$ cat src/common/tpm_coh_pkg.sv
// Constants for the timer/PWM buffering and coherency block.
// Assumes a byte-wide register port driven by logic on the same clock.
package tpm_coh_pkg;
    localparam int          CNT_W        = 16;
    localparam int          PRE_W        = 7;
    localparam logic [15:0] FREE_TOP     = 16'hFFFF;
    localparam logic [15:0] CNT_RST      = 16'h0000;
    localparam logic [15:0] MOD_RST      = 16'h0000;
    localparam logic [15:0] CHV_RST      = 16'h0000;
    localparam logic [2:0]  ADDR_SC      = 3'h0;
    localparam logic [2:0]  ADDR_CNTH    = 3'h1;
    localparam logic [2:0]  ADDR_CNTL    = 3'h2;
    localparam logic [2:0]  ADDR_MODH    = 3'h3;
    localparam logic [2:0]  ADDR_MODL    = 3'h4;
    localparam logic [2:0]  ADDR_CHSC    = 3'h5;
    localparam logic [2:0]  ADDR_CHVH    = 3'h6;
    localparam logic [2:0]  ADDR_CHVL    = 3'h7;
    localparam int          SC_CPWM_BIT  = 5;
    localparam int          SC_CLKS_LSB  = 3;
    localparam int          SC_PS_LSB    = 0;
    localparam int          CHSC_MODE_LSB = 2;
    localparam logic [7:0]  SC_RST       = 8'h00;
    localparam logic [7:0]  CHSC_RST     = 8'h00;

    typedef enum logic [1:0] {
        CH_CAPTURE = 2'b00,
        CH_COMPARE = 2'b01,
        CH_EPWM    = 2'b10,
        CH_OFF     = 2'b11
    } ch_mode_e;
endpackage : tpm_coh_pkg

$ cat src/logic/tpm_coh.sv
// One-channel 16-bit timer/PWM core with byte-wide buffered registers.
// Assumes a byte register port on clk_sys_i; debug halt and capture come synchronised.
`timescale 1ns/1ps
module tpm_coh (
    input  wire logic        clk_sys_i,
    input  wire logic        resetn_i,
    input  wire logic        debug_halt_mode_i,
    input  wire logic        capture_pulse_i,
    input  wire logic        wr_i,
    input  wire logic        rd_i,
    input  wire logic [2:0]  addr_i,
    input  wire logic [7:0]  wdata_i,
    output logic      [7:0]  rdata_o,
    output logic             ch_out_o,
    output logic      [15:0] timer_count_o,
    output logic      [15:0] channel_value_o
);
    logic [7:0]  module_status_control_r;
    logic [7:0]  channel_status_control_r;
    logic [15:0] timer_count_r;
    logic [6:0]  pre_r;
    logic [15:0] modulo_value_r;
    logic [15:0] mod_buf_r;
    logic [1:0]  mod_got_r;
    logic [15:0] channel_value_r;
    logic [15:0] chv_buf_r;
    logic [1:0]  chv_got_r;
    logic        chv_pend_r;
    logic        down_r;
    logic [7:0]  cnt_latch_r;
    logic        cnt_lat_v_r;
    logic [7:0]  chv_latch_r;
    logic        chv_lat_v_r;
    logic        ch_out_r;
    logic [7:0]  rdata_r;

    wire w_sc   = wr_i && addr_i == tpm_coh_pkg::ADDR_SC;
    wire w_cnt  = wr_i && (addr_i == tpm_coh_pkg::ADDR_CNTH ||
                           addr_i == tpm_coh_pkg::ADDR_CNTL);
    wire w_modh = wr_i && addr_i == tpm_coh_pkg::ADDR_MODH;
    wire w_modl = wr_i && addr_i == tpm_coh_pkg::ADDR_MODL;
    wire w_chsc = wr_i && addr_i == tpm_coh_pkg::ADDR_CHSC;
    wire w_chvh = wr_i && addr_i == tpm_coh_pkg::ADDR_CHVH;
    wire w_chvl = wr_i && addr_i == tpm_coh_pkg::ADDR_CHVL;
    wire r_cnth = rd_i && addr_i == tpm_coh_pkg::ADDR_CNTH;
    wire r_cntl = rd_i && addr_i == tpm_coh_pkg::ADDR_CNTL;
    wire r_chvh = rd_i && addr_i == tpm_coh_pkg::ADDR_CHVH;
    wire r_chvl = rd_i && addr_i == tpm_coh_pkg::ADDR_CHVL;
    wire r_cnt_any = r_cnth || r_cntl;
    wire r_chv_any = r_chvh || r_chvl;
    // Halted reads bypass the latches: a debugger must see the frozen value, not half a pair
    wire cnt_use_lat = cnt_lat_v_r && !debug_halt_mode_i;
    wire chv_use_lat = chv_lat_v_r && !debug_halt_mode_i;

    // Second byte of a read pair comes from the latch unless the debugger is looking
    function automatic logic [7:0] coh_byte(input logic       use_lat,
                                            input logic [7:0] lat,
                                            input logic [7:0] live);
        return use_lat ? lat : live;
    endfunction : coh_byte

    // Byte kept for the second read: the one the first read did not return
    function automatic logic [7:0] partner_byte(input logic hi_first, input logic [15:0] v);
        return hi_first ? v[7:0] : v[15:8];
    endfunction : partner_byte

    wire [1:0] clks  = module_status_control_r[tpm_coh_pkg::SC_CLKS_LSB +: 2];
    wire [2:0] ps    = module_status_control_r[tpm_coh_pkg::SC_PS_LSB +: 3];
    wire       cpwm  = module_status_control_r[tpm_coh_pkg::SC_CPWM_BIT];
    tpm_coh_pkg::ch_mode_e ch_mode;
    assign ch_mode = tpm_coh_pkg::ch_mode_e'(
        channel_status_control_r[tpm_coh_pkg::CHSC_MODE_LSB +: 2]);

    // Prescaler terminal count marks one timer tick; frozen in debug halt
    wire running  = clks != 2'b00 && !debug_halt_mode_i;
    wire [6:0] ps_mask = 7'(({7'h00, 1'b1} << ps) - 8'h01);
    wire tick     = running && ((pre_r & ps_mask) == ps_mask);
    wire [15:0] top = (modulo_value_r == 16'h0000) ? tpm_coh_pkg::FREE_TOP
                                                   : modulo_value_r;
    wire [15:0] top_m1 = 16'(top - 16'h0001);
    wire up_step  = tick && !(cpwm && down_r);
    // Counter reaching the top from top-1 is the PWM update point
    wire at_top_step = up_step && timer_count_r == top_m1;

    logic [15:0] cnt_nxt;
    logic        down_nxt;
    always_comb begin
        cnt_nxt  = timer_count_r;
        down_nxt = down_r;
        if (tick) begin
            if (cpwm) begin
                if (!down_r && timer_count_r == top) begin
                    down_nxt = 1'b1;
                    cnt_nxt  = top_m1;
                end else if (down_r && timer_count_r == 16'h0000) begin
                    down_nxt = 1'b0;
                    cnt_nxt  = 16'h0001;
                end else begin
                    cnt_nxt  = down_r ? 16'(timer_count_r - 16'h0001)
                                      : 16'(timer_count_r + 16'h0001);
                end
            end else begin
                cnt_nxt = (timer_count_r == top) ? 16'h0000
                                                 : 16'(timer_count_r + 16'h0001);
            end
        end
    end

    // Channel value transfer point chosen by mode
    wire chv_full = chv_got_r == 2'b11 || chv_pend_r;
    wire in_capture = !cpwm && ch_mode == tpm_coh_pkg::CH_CAPTURE;
    wire chv_load = chv_full && (
        (clks == 2'b00) ||
        (!cpwm && ch_mode == tpm_coh_pkg::CH_COMPARE && tick) ||
        ((cpwm || ch_mode == tpm_coh_pkg::CH_EPWM) && at_top_step));
    // Load at the top keeps a period whole: old value runs out, new starts fresh

    // Center PWM compare; value at or past top-1 keeps output active
    wire cpwm_act = (channel_value_r != 16'h0000) &&
                    ((channel_value_r >= top_m1) ||
                     (timer_count_r < channel_value_r));
    wire epwm_act = timer_count_r < channel_value_r;
    logic out_nxt;
    always_comb begin
        out_nxt = ch_out_r;
        if (cpwm)
            out_nxt = cpwm_act;
        else if (ch_mode == tpm_coh_pkg::CH_EPWM)
            out_nxt = epwm_act;
        else if (ch_mode == tpm_coh_pkg::CH_COMPARE && tick &&
                 timer_count_r == channel_value_r)
            out_nxt = !ch_out_r;
    end

    wire clr_cnt_lat = debug_halt_mode_i && (w_sc || w_cnt);
    wire clr_chv_lat = debug_halt_mode_i && w_chsc;
    wire clr_mod_coh = debug_halt_mode_i && w_sc;

    // Read mux: halted reads see live values, latches bypassed
    logic [7:0] rd_nxt;
    always_comb begin
        case (addr_i)
            tpm_coh_pkg::ADDR_SC:   rd_nxt = module_status_control_r;
            tpm_coh_pkg::ADDR_CNTH: rd_nxt = coh_byte(cnt_use_lat, cnt_latch_r,
                                                      timer_count_r[15:8]);
            tpm_coh_pkg::ADDR_CNTL: rd_nxt = coh_byte(cnt_use_lat, cnt_latch_r,
                                                      timer_count_r[7:0]);
            tpm_coh_pkg::ADDR_MODH: rd_nxt = modulo_value_r[15:8];
            tpm_coh_pkg::ADDR_MODL: rd_nxt = modulo_value_r[7:0];
            tpm_coh_pkg::ADDR_CHSC: rd_nxt = channel_status_control_r;
            tpm_coh_pkg::ADDR_CHVH: rd_nxt = coh_byte(chv_use_lat, chv_latch_r,
                                                      channel_value_r[15:8]);
            tpm_coh_pkg::ADDR_CHVL: rd_nxt = coh_byte(chv_use_lat, chv_latch_r,
                                                      channel_value_r[7:0]);
            default:                rd_nxt = 8'h00;
        endcase
    end

    always_ff @(posedge clk_sys_i) begin
        if (!resetn_i) begin
            module_status_control_r  <= tpm_coh_pkg::SC_RST;
            channel_status_control_r <= tpm_coh_pkg::CHSC_RST;
            timer_count_r <= tpm_coh_pkg::CNT_RST;
            pre_r         <= 7'h00;
            down_r        <= 1'b0;
        end else begin
            if (w_sc)
                module_status_control_r <= wdata_i;
            if (w_chsc)
                channel_status_control_r <= wdata_i;
            if (w_cnt) begin
                timer_count_r <= tpm_coh_pkg::CNT_RST;
                pre_r         <= 7'h00;
                down_r        <= 1'b0;
            end else begin
                timer_count_r <= cnt_nxt;
                down_r        <= down_nxt;
                if (running)
                    pre_r <= tick ? 7'h00 : 7'(pre_r + 7'h01);
            end
        end
    end

    // Modulo: both bytes buffered, transfer once the pair is complete
    always_ff @(posedge clk_sys_i) begin
        if (!resetn_i) begin
            modulo_value_r <= tpm_coh_pkg::MOD_RST;
            mod_buf_r      <= tpm_coh_pkg::MOD_RST;
            mod_got_r      <= 2'b00;
        end else if (clr_mod_coh) begin
            mod_got_r <= 2'b00;
        end else begin
            if (w_modh)
                mod_buf_r[15:8] <= wdata_i;
            if (w_modl)
                mod_buf_r[7:0] <= wdata_i;
            if (mod_got_r == 2'b11) begin
                modulo_value_r <= mod_buf_r;
                mod_got_r      <= 2'b00;
            end else begin
                mod_got_r <= mod_got_r | {w_modh, w_modl};
            end
        end
    end

    // Channel value: capture beats buffered software writes
    always_ff @(posedge clk_sys_i) begin
        if (!resetn_i) begin
            channel_value_r <= tpm_coh_pkg::CHV_RST;
            chv_buf_r       <= tpm_coh_pkg::CHV_RST;
            chv_got_r       <= 2'b00;
            chv_pend_r      <= 1'b0;
        end else if (in_capture) begin
            chv_got_r  <= 2'b00;
            chv_pend_r <= 1'b0;
            if (capture_pulse_i)
                channel_value_r <= timer_count_r;
        end else if (w_sc) begin
            chv_got_r  <= 2'b00;
        end else begin
            if (w_chvh)
                chv_buf_r[15:8] <= wdata_i;
            if (w_chvl)
                chv_buf_r[7:0] <= wdata_i;
            if (chv_load) begin
                channel_value_r <= chv_buf_r;
                chv_pend_r      <= 1'b0;
                chv_got_r       <= 2'b00;
            end else if ((chv_got_r | {w_chvh, w_chvl}) == 2'b11) begin
                chv_pend_r <= 1'b1;
                chv_got_r  <= 2'b00;
            end else begin
                chv_got_r <= chv_got_r | {w_chvh, w_chvl};
            end
        end
    end

    // Output level and read data; rdata holds until the next read
    always_ff @(posedge clk_sys_i) begin
        if (!resetn_i) begin
            ch_out_r <= 1'b0;
            rdata_r  <= 8'h00;
        end else begin
            ch_out_r <= out_nxt;
            if (rd_i)
                rdata_r <= rd_nxt;
        end
    end

    // Counter read latch; first byte read captures the partner byte
    // A counter write also drops the latch, so a stale half pair never survives a reload
    always_ff @(posedge clk_sys_i) begin
        if (!resetn_i) begin
            cnt_latch_r <= 8'h00;
            cnt_lat_v_r <= 1'b0;
        end else if (clr_cnt_lat || w_cnt) begin
            cnt_lat_v_r <= 1'b0;
        end else if (r_cnt_any && !debug_halt_mode_i) begin
            cnt_lat_v_r <= !cnt_lat_v_r;
            if (!cnt_lat_v_r)
                cnt_latch_r <= partner_byte(r_cnth, timer_count_r);
        end
    end

    // Channel value read latch, same pairing as the counter
    always_ff @(posedge clk_sys_i) begin
        if (!resetn_i) begin
            chv_latch_r <= 8'h00;
            chv_lat_v_r <= 1'b0;
        end else if (clr_chv_lat) begin
            chv_lat_v_r <= 1'b0;
        end else if (r_chv_any && !debug_halt_mode_i) begin
            chv_lat_v_r <= !chv_lat_v_r;
            if (!chv_lat_v_r)
                chv_latch_r <= partner_byte(r_chvh, channel_value_r);
        end
    end

    assign rdata_o         = rdata_r;
    assign ch_out_o        = ch_out_r;
    assign timer_count_o   = timer_count_r;
    assign channel_value_o = channel_value_r;
endmodule : tpm_coh

$ cat config.mk
export PLATFORM = sky130hd
export DESIGN_NAME = tpm_coh
export DESIGN_NICKNAME = d
export VERILOG_FILES = /design/src/common/tpm_coh_pkg.sv /design/src/logic/tpm_coh.sv
export SDC_FILE = /design/constraint.sdc
export NUM_CORES = 1
export LEC_CHECK = 0
export ABC_CLOCK_PERIOD_IN_PS = 7300
export BUFFER_PORTS_ARGS = -buffer_cell sky130_fd_sc_hd__buf_2
export CORE_MARGIN = 5
export CORE_UTILIZATION = 38
export DETAILED_ROUTE_END_ITERATION = 8
export GPL_ROUTABILITY_DRIVEN = 0
export GPL_TIMING_DRIVEN = 0
export PLACE_DENSITY = 0.51
export SLEW_MARGIN = 20
export SYNTH_ARGS = -nofsm -noshare
export SYNTH_HDL_FRONTEND = slang
export SYNTH_SLANG_ARGS = --single-unit
$ cat constraint.sdc
create_clock -name clk_sys_i -period 7.3 [get_ports clk_sys_i]
set_input_delay 0.73 -clock clk_sys_i [delete_from_list [all_inputs] [get_ports clk_sys_i]]
set_output_delay 0.73 -clock clk_sys_i [all_outputs]
set_load 0.005 [all_outputs]
==> results.json <==
{
  "status": "completed",
  "wl_per_cell_um": 23.8,
  "num_vias": 10200,
  "grt_pass1_vias": 9279,
  "cts_tree": "yes",
  "synth_seq_area_share_pct": 27.9,
  "antennaDiodeCount": 0,
  "maxCapViolCount": 0,
  "track_usage_pct": 27.1,
  "drtPass1Iterations": 6,
  "via_per_inst": 6.02,
  "cts_buffers": 17,
  "port_buffers": 54,
  "synth-main-ff-cell": "dfxtp_1",
  "synth_edf_count": 0,
  "slew_headroom_pct": 22.1,
  "critPathMaxFanout": 10,
  "seqCellArea_mm2": 0.00272,
  "synth_nets": 1322,
  "rr_worst_depth": 12,
  "total_power_uw": 1910,
  "clock_sinks": 136,
  "worstReg2RegStart": "modulo_value_r[0]$_SDFFE_PN0P_",
  "path_clk_slew_ps": 70,
  "multi_input_area_mm2": 0.00645,
  "post_cts_resized": 0,
  "ys_types": 85,
  "row_count": 58,
  "crit_required_ps": 7640,
  "async_reset_ff_share_pct": 0,
  "grt_pass1_wl_um": 59600,
  "finalHoldViolCount": 0,
  "nets": 1396,
  "worstHoldPathType": "reg -> reg",
  "min_from": "mod_buf_r[13]$_SDFFE_PN0P_",
  "clk_latency_ps": 440,
  "grt_start_max_net_pins": 17,
  "powerDensity_mw_per_mm2": 173,
  "final_layout_size_suffix_gt1_share_pct": 9.96,
  "ys_seq_elements": 136,
  "yosys_warnings": 0,
  "grt_antenna_before_repair": 0,
  "crit_type": "reg -> reg",
  "tns_ps": 0,
  "htree_levels": 4,
  "io_pins": 58,
  "cts_root_buffer": "clkbuf_16",
  "p_leak_uw": 0.00445,
  "die-area_mm2": 0.0290,
  "hold_buffers": 0,
  "holdWs_ps": 465,
  "holdPathEnd": "mod_buf_r[13]$_SDFFE_PN0P_",
  "initial_core_util_pct": 38.6,
  "drc": 0,
  "drt-initial-drc-count": 1341,
  "critPathArrivalTime_ps": 4380,
  "clock_path_buffers": 2,
  "synth_area_leaders": "dfxtp_1, nand2_1, mux2i_1",
  "syn_to_final_growth_pct": 13.7,
  "core_mm2": 0.0253,
  "place_ws_ps": 3250,
  "fin_crit_sh_pct": 55.4,
  "fin_skew_ps": 15.8,
  "worst_pin_slew_ps": 1160,
  "num-fill-cells": 2668,
  "wirelength_um": 40100,
  "fin_crit_ps": 4040,
  "end_kind": "flip-flop",
  "min_path_cells": 2,
  "grt_overflow_total": 0,
  "place_area_mm2": 0.0105,
  "syn_area_per_cell_um2": 7.70,
  "r2r-end": "channel_value_o[11]$_SDFFE_PN0P_",
  "fp.dieH_um": 170,
  "irDropWorstVdd_v": 0.000119,
  "synth_top_area_share_pct": 27.9,
  "dp_hpwl_um": 29600,
  "final-setup-viol-count": 0,
  "rsz0062_at_grt": "false",
  "final.setup.worst_slack_ps": 3260,
  "ant_nets": 0,
  "synth_top_area_cell": "dfxtp_1",
  "fp.dieW_um": 170,
  "reg2reg_slack_ps": 3260,
  "worst_setup_path_start_kind": "flip-flop",
  "fin_area_mm2": 0.0111,
  "max_freq_mhz": 247,
  "slew_viol_final": 0,
  "syn-cell-area_mm2": 0.00976,
  "post_cts.repair.setup_buffers": 0,
  "netlist_instances": 1268
}
==> worst max-delay path: stages (launching register included) <==
cell	delay (ps)
dfxtp_1	300
buf_2	180
nor4_2	790
nand4_1	380
and4_1	300
a2111oi_0	470
o2111ai_1	190
and4bb_1	470
and2_1	210
buf_2	150
buf_2	180
o21ai_0	130
and3b_1	180
==> logic make-up (layout without fill, tap and decap cells) <==
kind of cell	Yosys count	count (layout)	share of synthesized area, %
adder cells (fa/ha/maj)	37	37	4.74
AO/OA/AOI/OAI	339	339	24.9
flip-flops	136	136	27.9
buffers and inverters	149	236	6.28
AND/OR/NAND/NOR	513	513	26.9
multiplexers	51	51	5.28
XOR/XNOR	43	43	4.01
==> through the flow <==
step                      cells  utilization [%]
after floorplan            1268                -
after global placement     1652             41.3
after detailed placement   1653             41.5
after CTS                  1685             43.9
after global routing       1685             43.9
final                      1685             43.9
==> state kept, by name (all words and copies together), names as in the netlist, 2 cells and up <==
name                      flops
channel_status_control_r      8
cnt_latch_r                   8
chv_got_r                     2
timer_count_o                16
pre_r                         7
chv_latch_r                   8
mod_got_r                     2
modulo_value_r               16
rdata_o                       8
mod_buf_r                    16
channel_value_o              16
module_status_control_r       8
chv_buf_r                    16
==> where the power goes <==
part	internal, uW	switching, uW	total [uW]
clock	531	418	949
sequential	758	27.3	785
combinational	67.3	114	181
total	1360	558	1910
==> worst max path at each step <==
stage	start	end	slack, ps	cells past startpoint
final	modulo_value_r[0]$_SDFFE_PN0P_	channel_value_o[11]$_SDFFE_PN0P_	3260	12
after global routing	modulo_value_r[0]$_SDFFE_PN0P_	channel_value_o[11]$_SDFFE_PN0P_	3010	12
after CTS	modulo_value_r[0]$_SDFFE_PN0P_	channel_value_o[11]$_SDFFE_PN0P_	3330	12
after detailed placement	debug_halt_mode_i	channel_value_o[11]$_SDFFE_PN0P_	3250	11
after global placement	debug_halt_mode_i	timer_count_o[9]$_SDFFE_PP0P_	2970	8
after floorplan	modulo_value_r[0]$_SDFFE_PN0P_	timer_count_o[7]$_SDFFE_PP0P_	4140	15
==> layout by cell type (no fill, tap or decap), drive strengths merged, types with 47 or more instances in the layout <==
master	count
nand2	189
dfxtp	136
clkbuf	108
buf	75
nor2	68
a21oi	61
a21boi	60
o21ai	60
nor3	58
mux2i	47
inv	47
==> synth_stat cells, drive strengths merged (18+ instances only) <==
cell	instances
nand2	189
a21boi	60
inv	38
buf	20
nor3	58
dfxtp	136
xor2	20
nor4	18
a21oi	61
mux2i	47
nor2	68
nor2b	27
o21ai	60
clkbuf	90
nand3	31
ha	37
xnor2	22
==> routing by layer <==
layer	wire [um]	vias to the layer above	GRT usage, %	share of wire [%]
met5	0	-	0	0
met4	1640	0	10.4	4.1
met3	3520	102	6.36	8.8
met2	17200	524	41.2	43
met1	17700	4767	37.3	44
li1	-	4758	-	-
==> layout make-up <==
| cell class | instances | share of cell area (%) |
|---|---|---|
| clock buffer | 18 | 3.96 |
| clock inverter | 14 | 1.60 |
| buffer | 110 | 4.21 |
| multi-input combinational | 983 | 58.1 |
| sequential | 136 | 24.5 |
| tap | 330 | 3.72 |
| timing repair buffer | 55 | 2.50 |
| inverter | 39 | 1.32 |
Note: power is estimated with default switching activity, not from simulation.
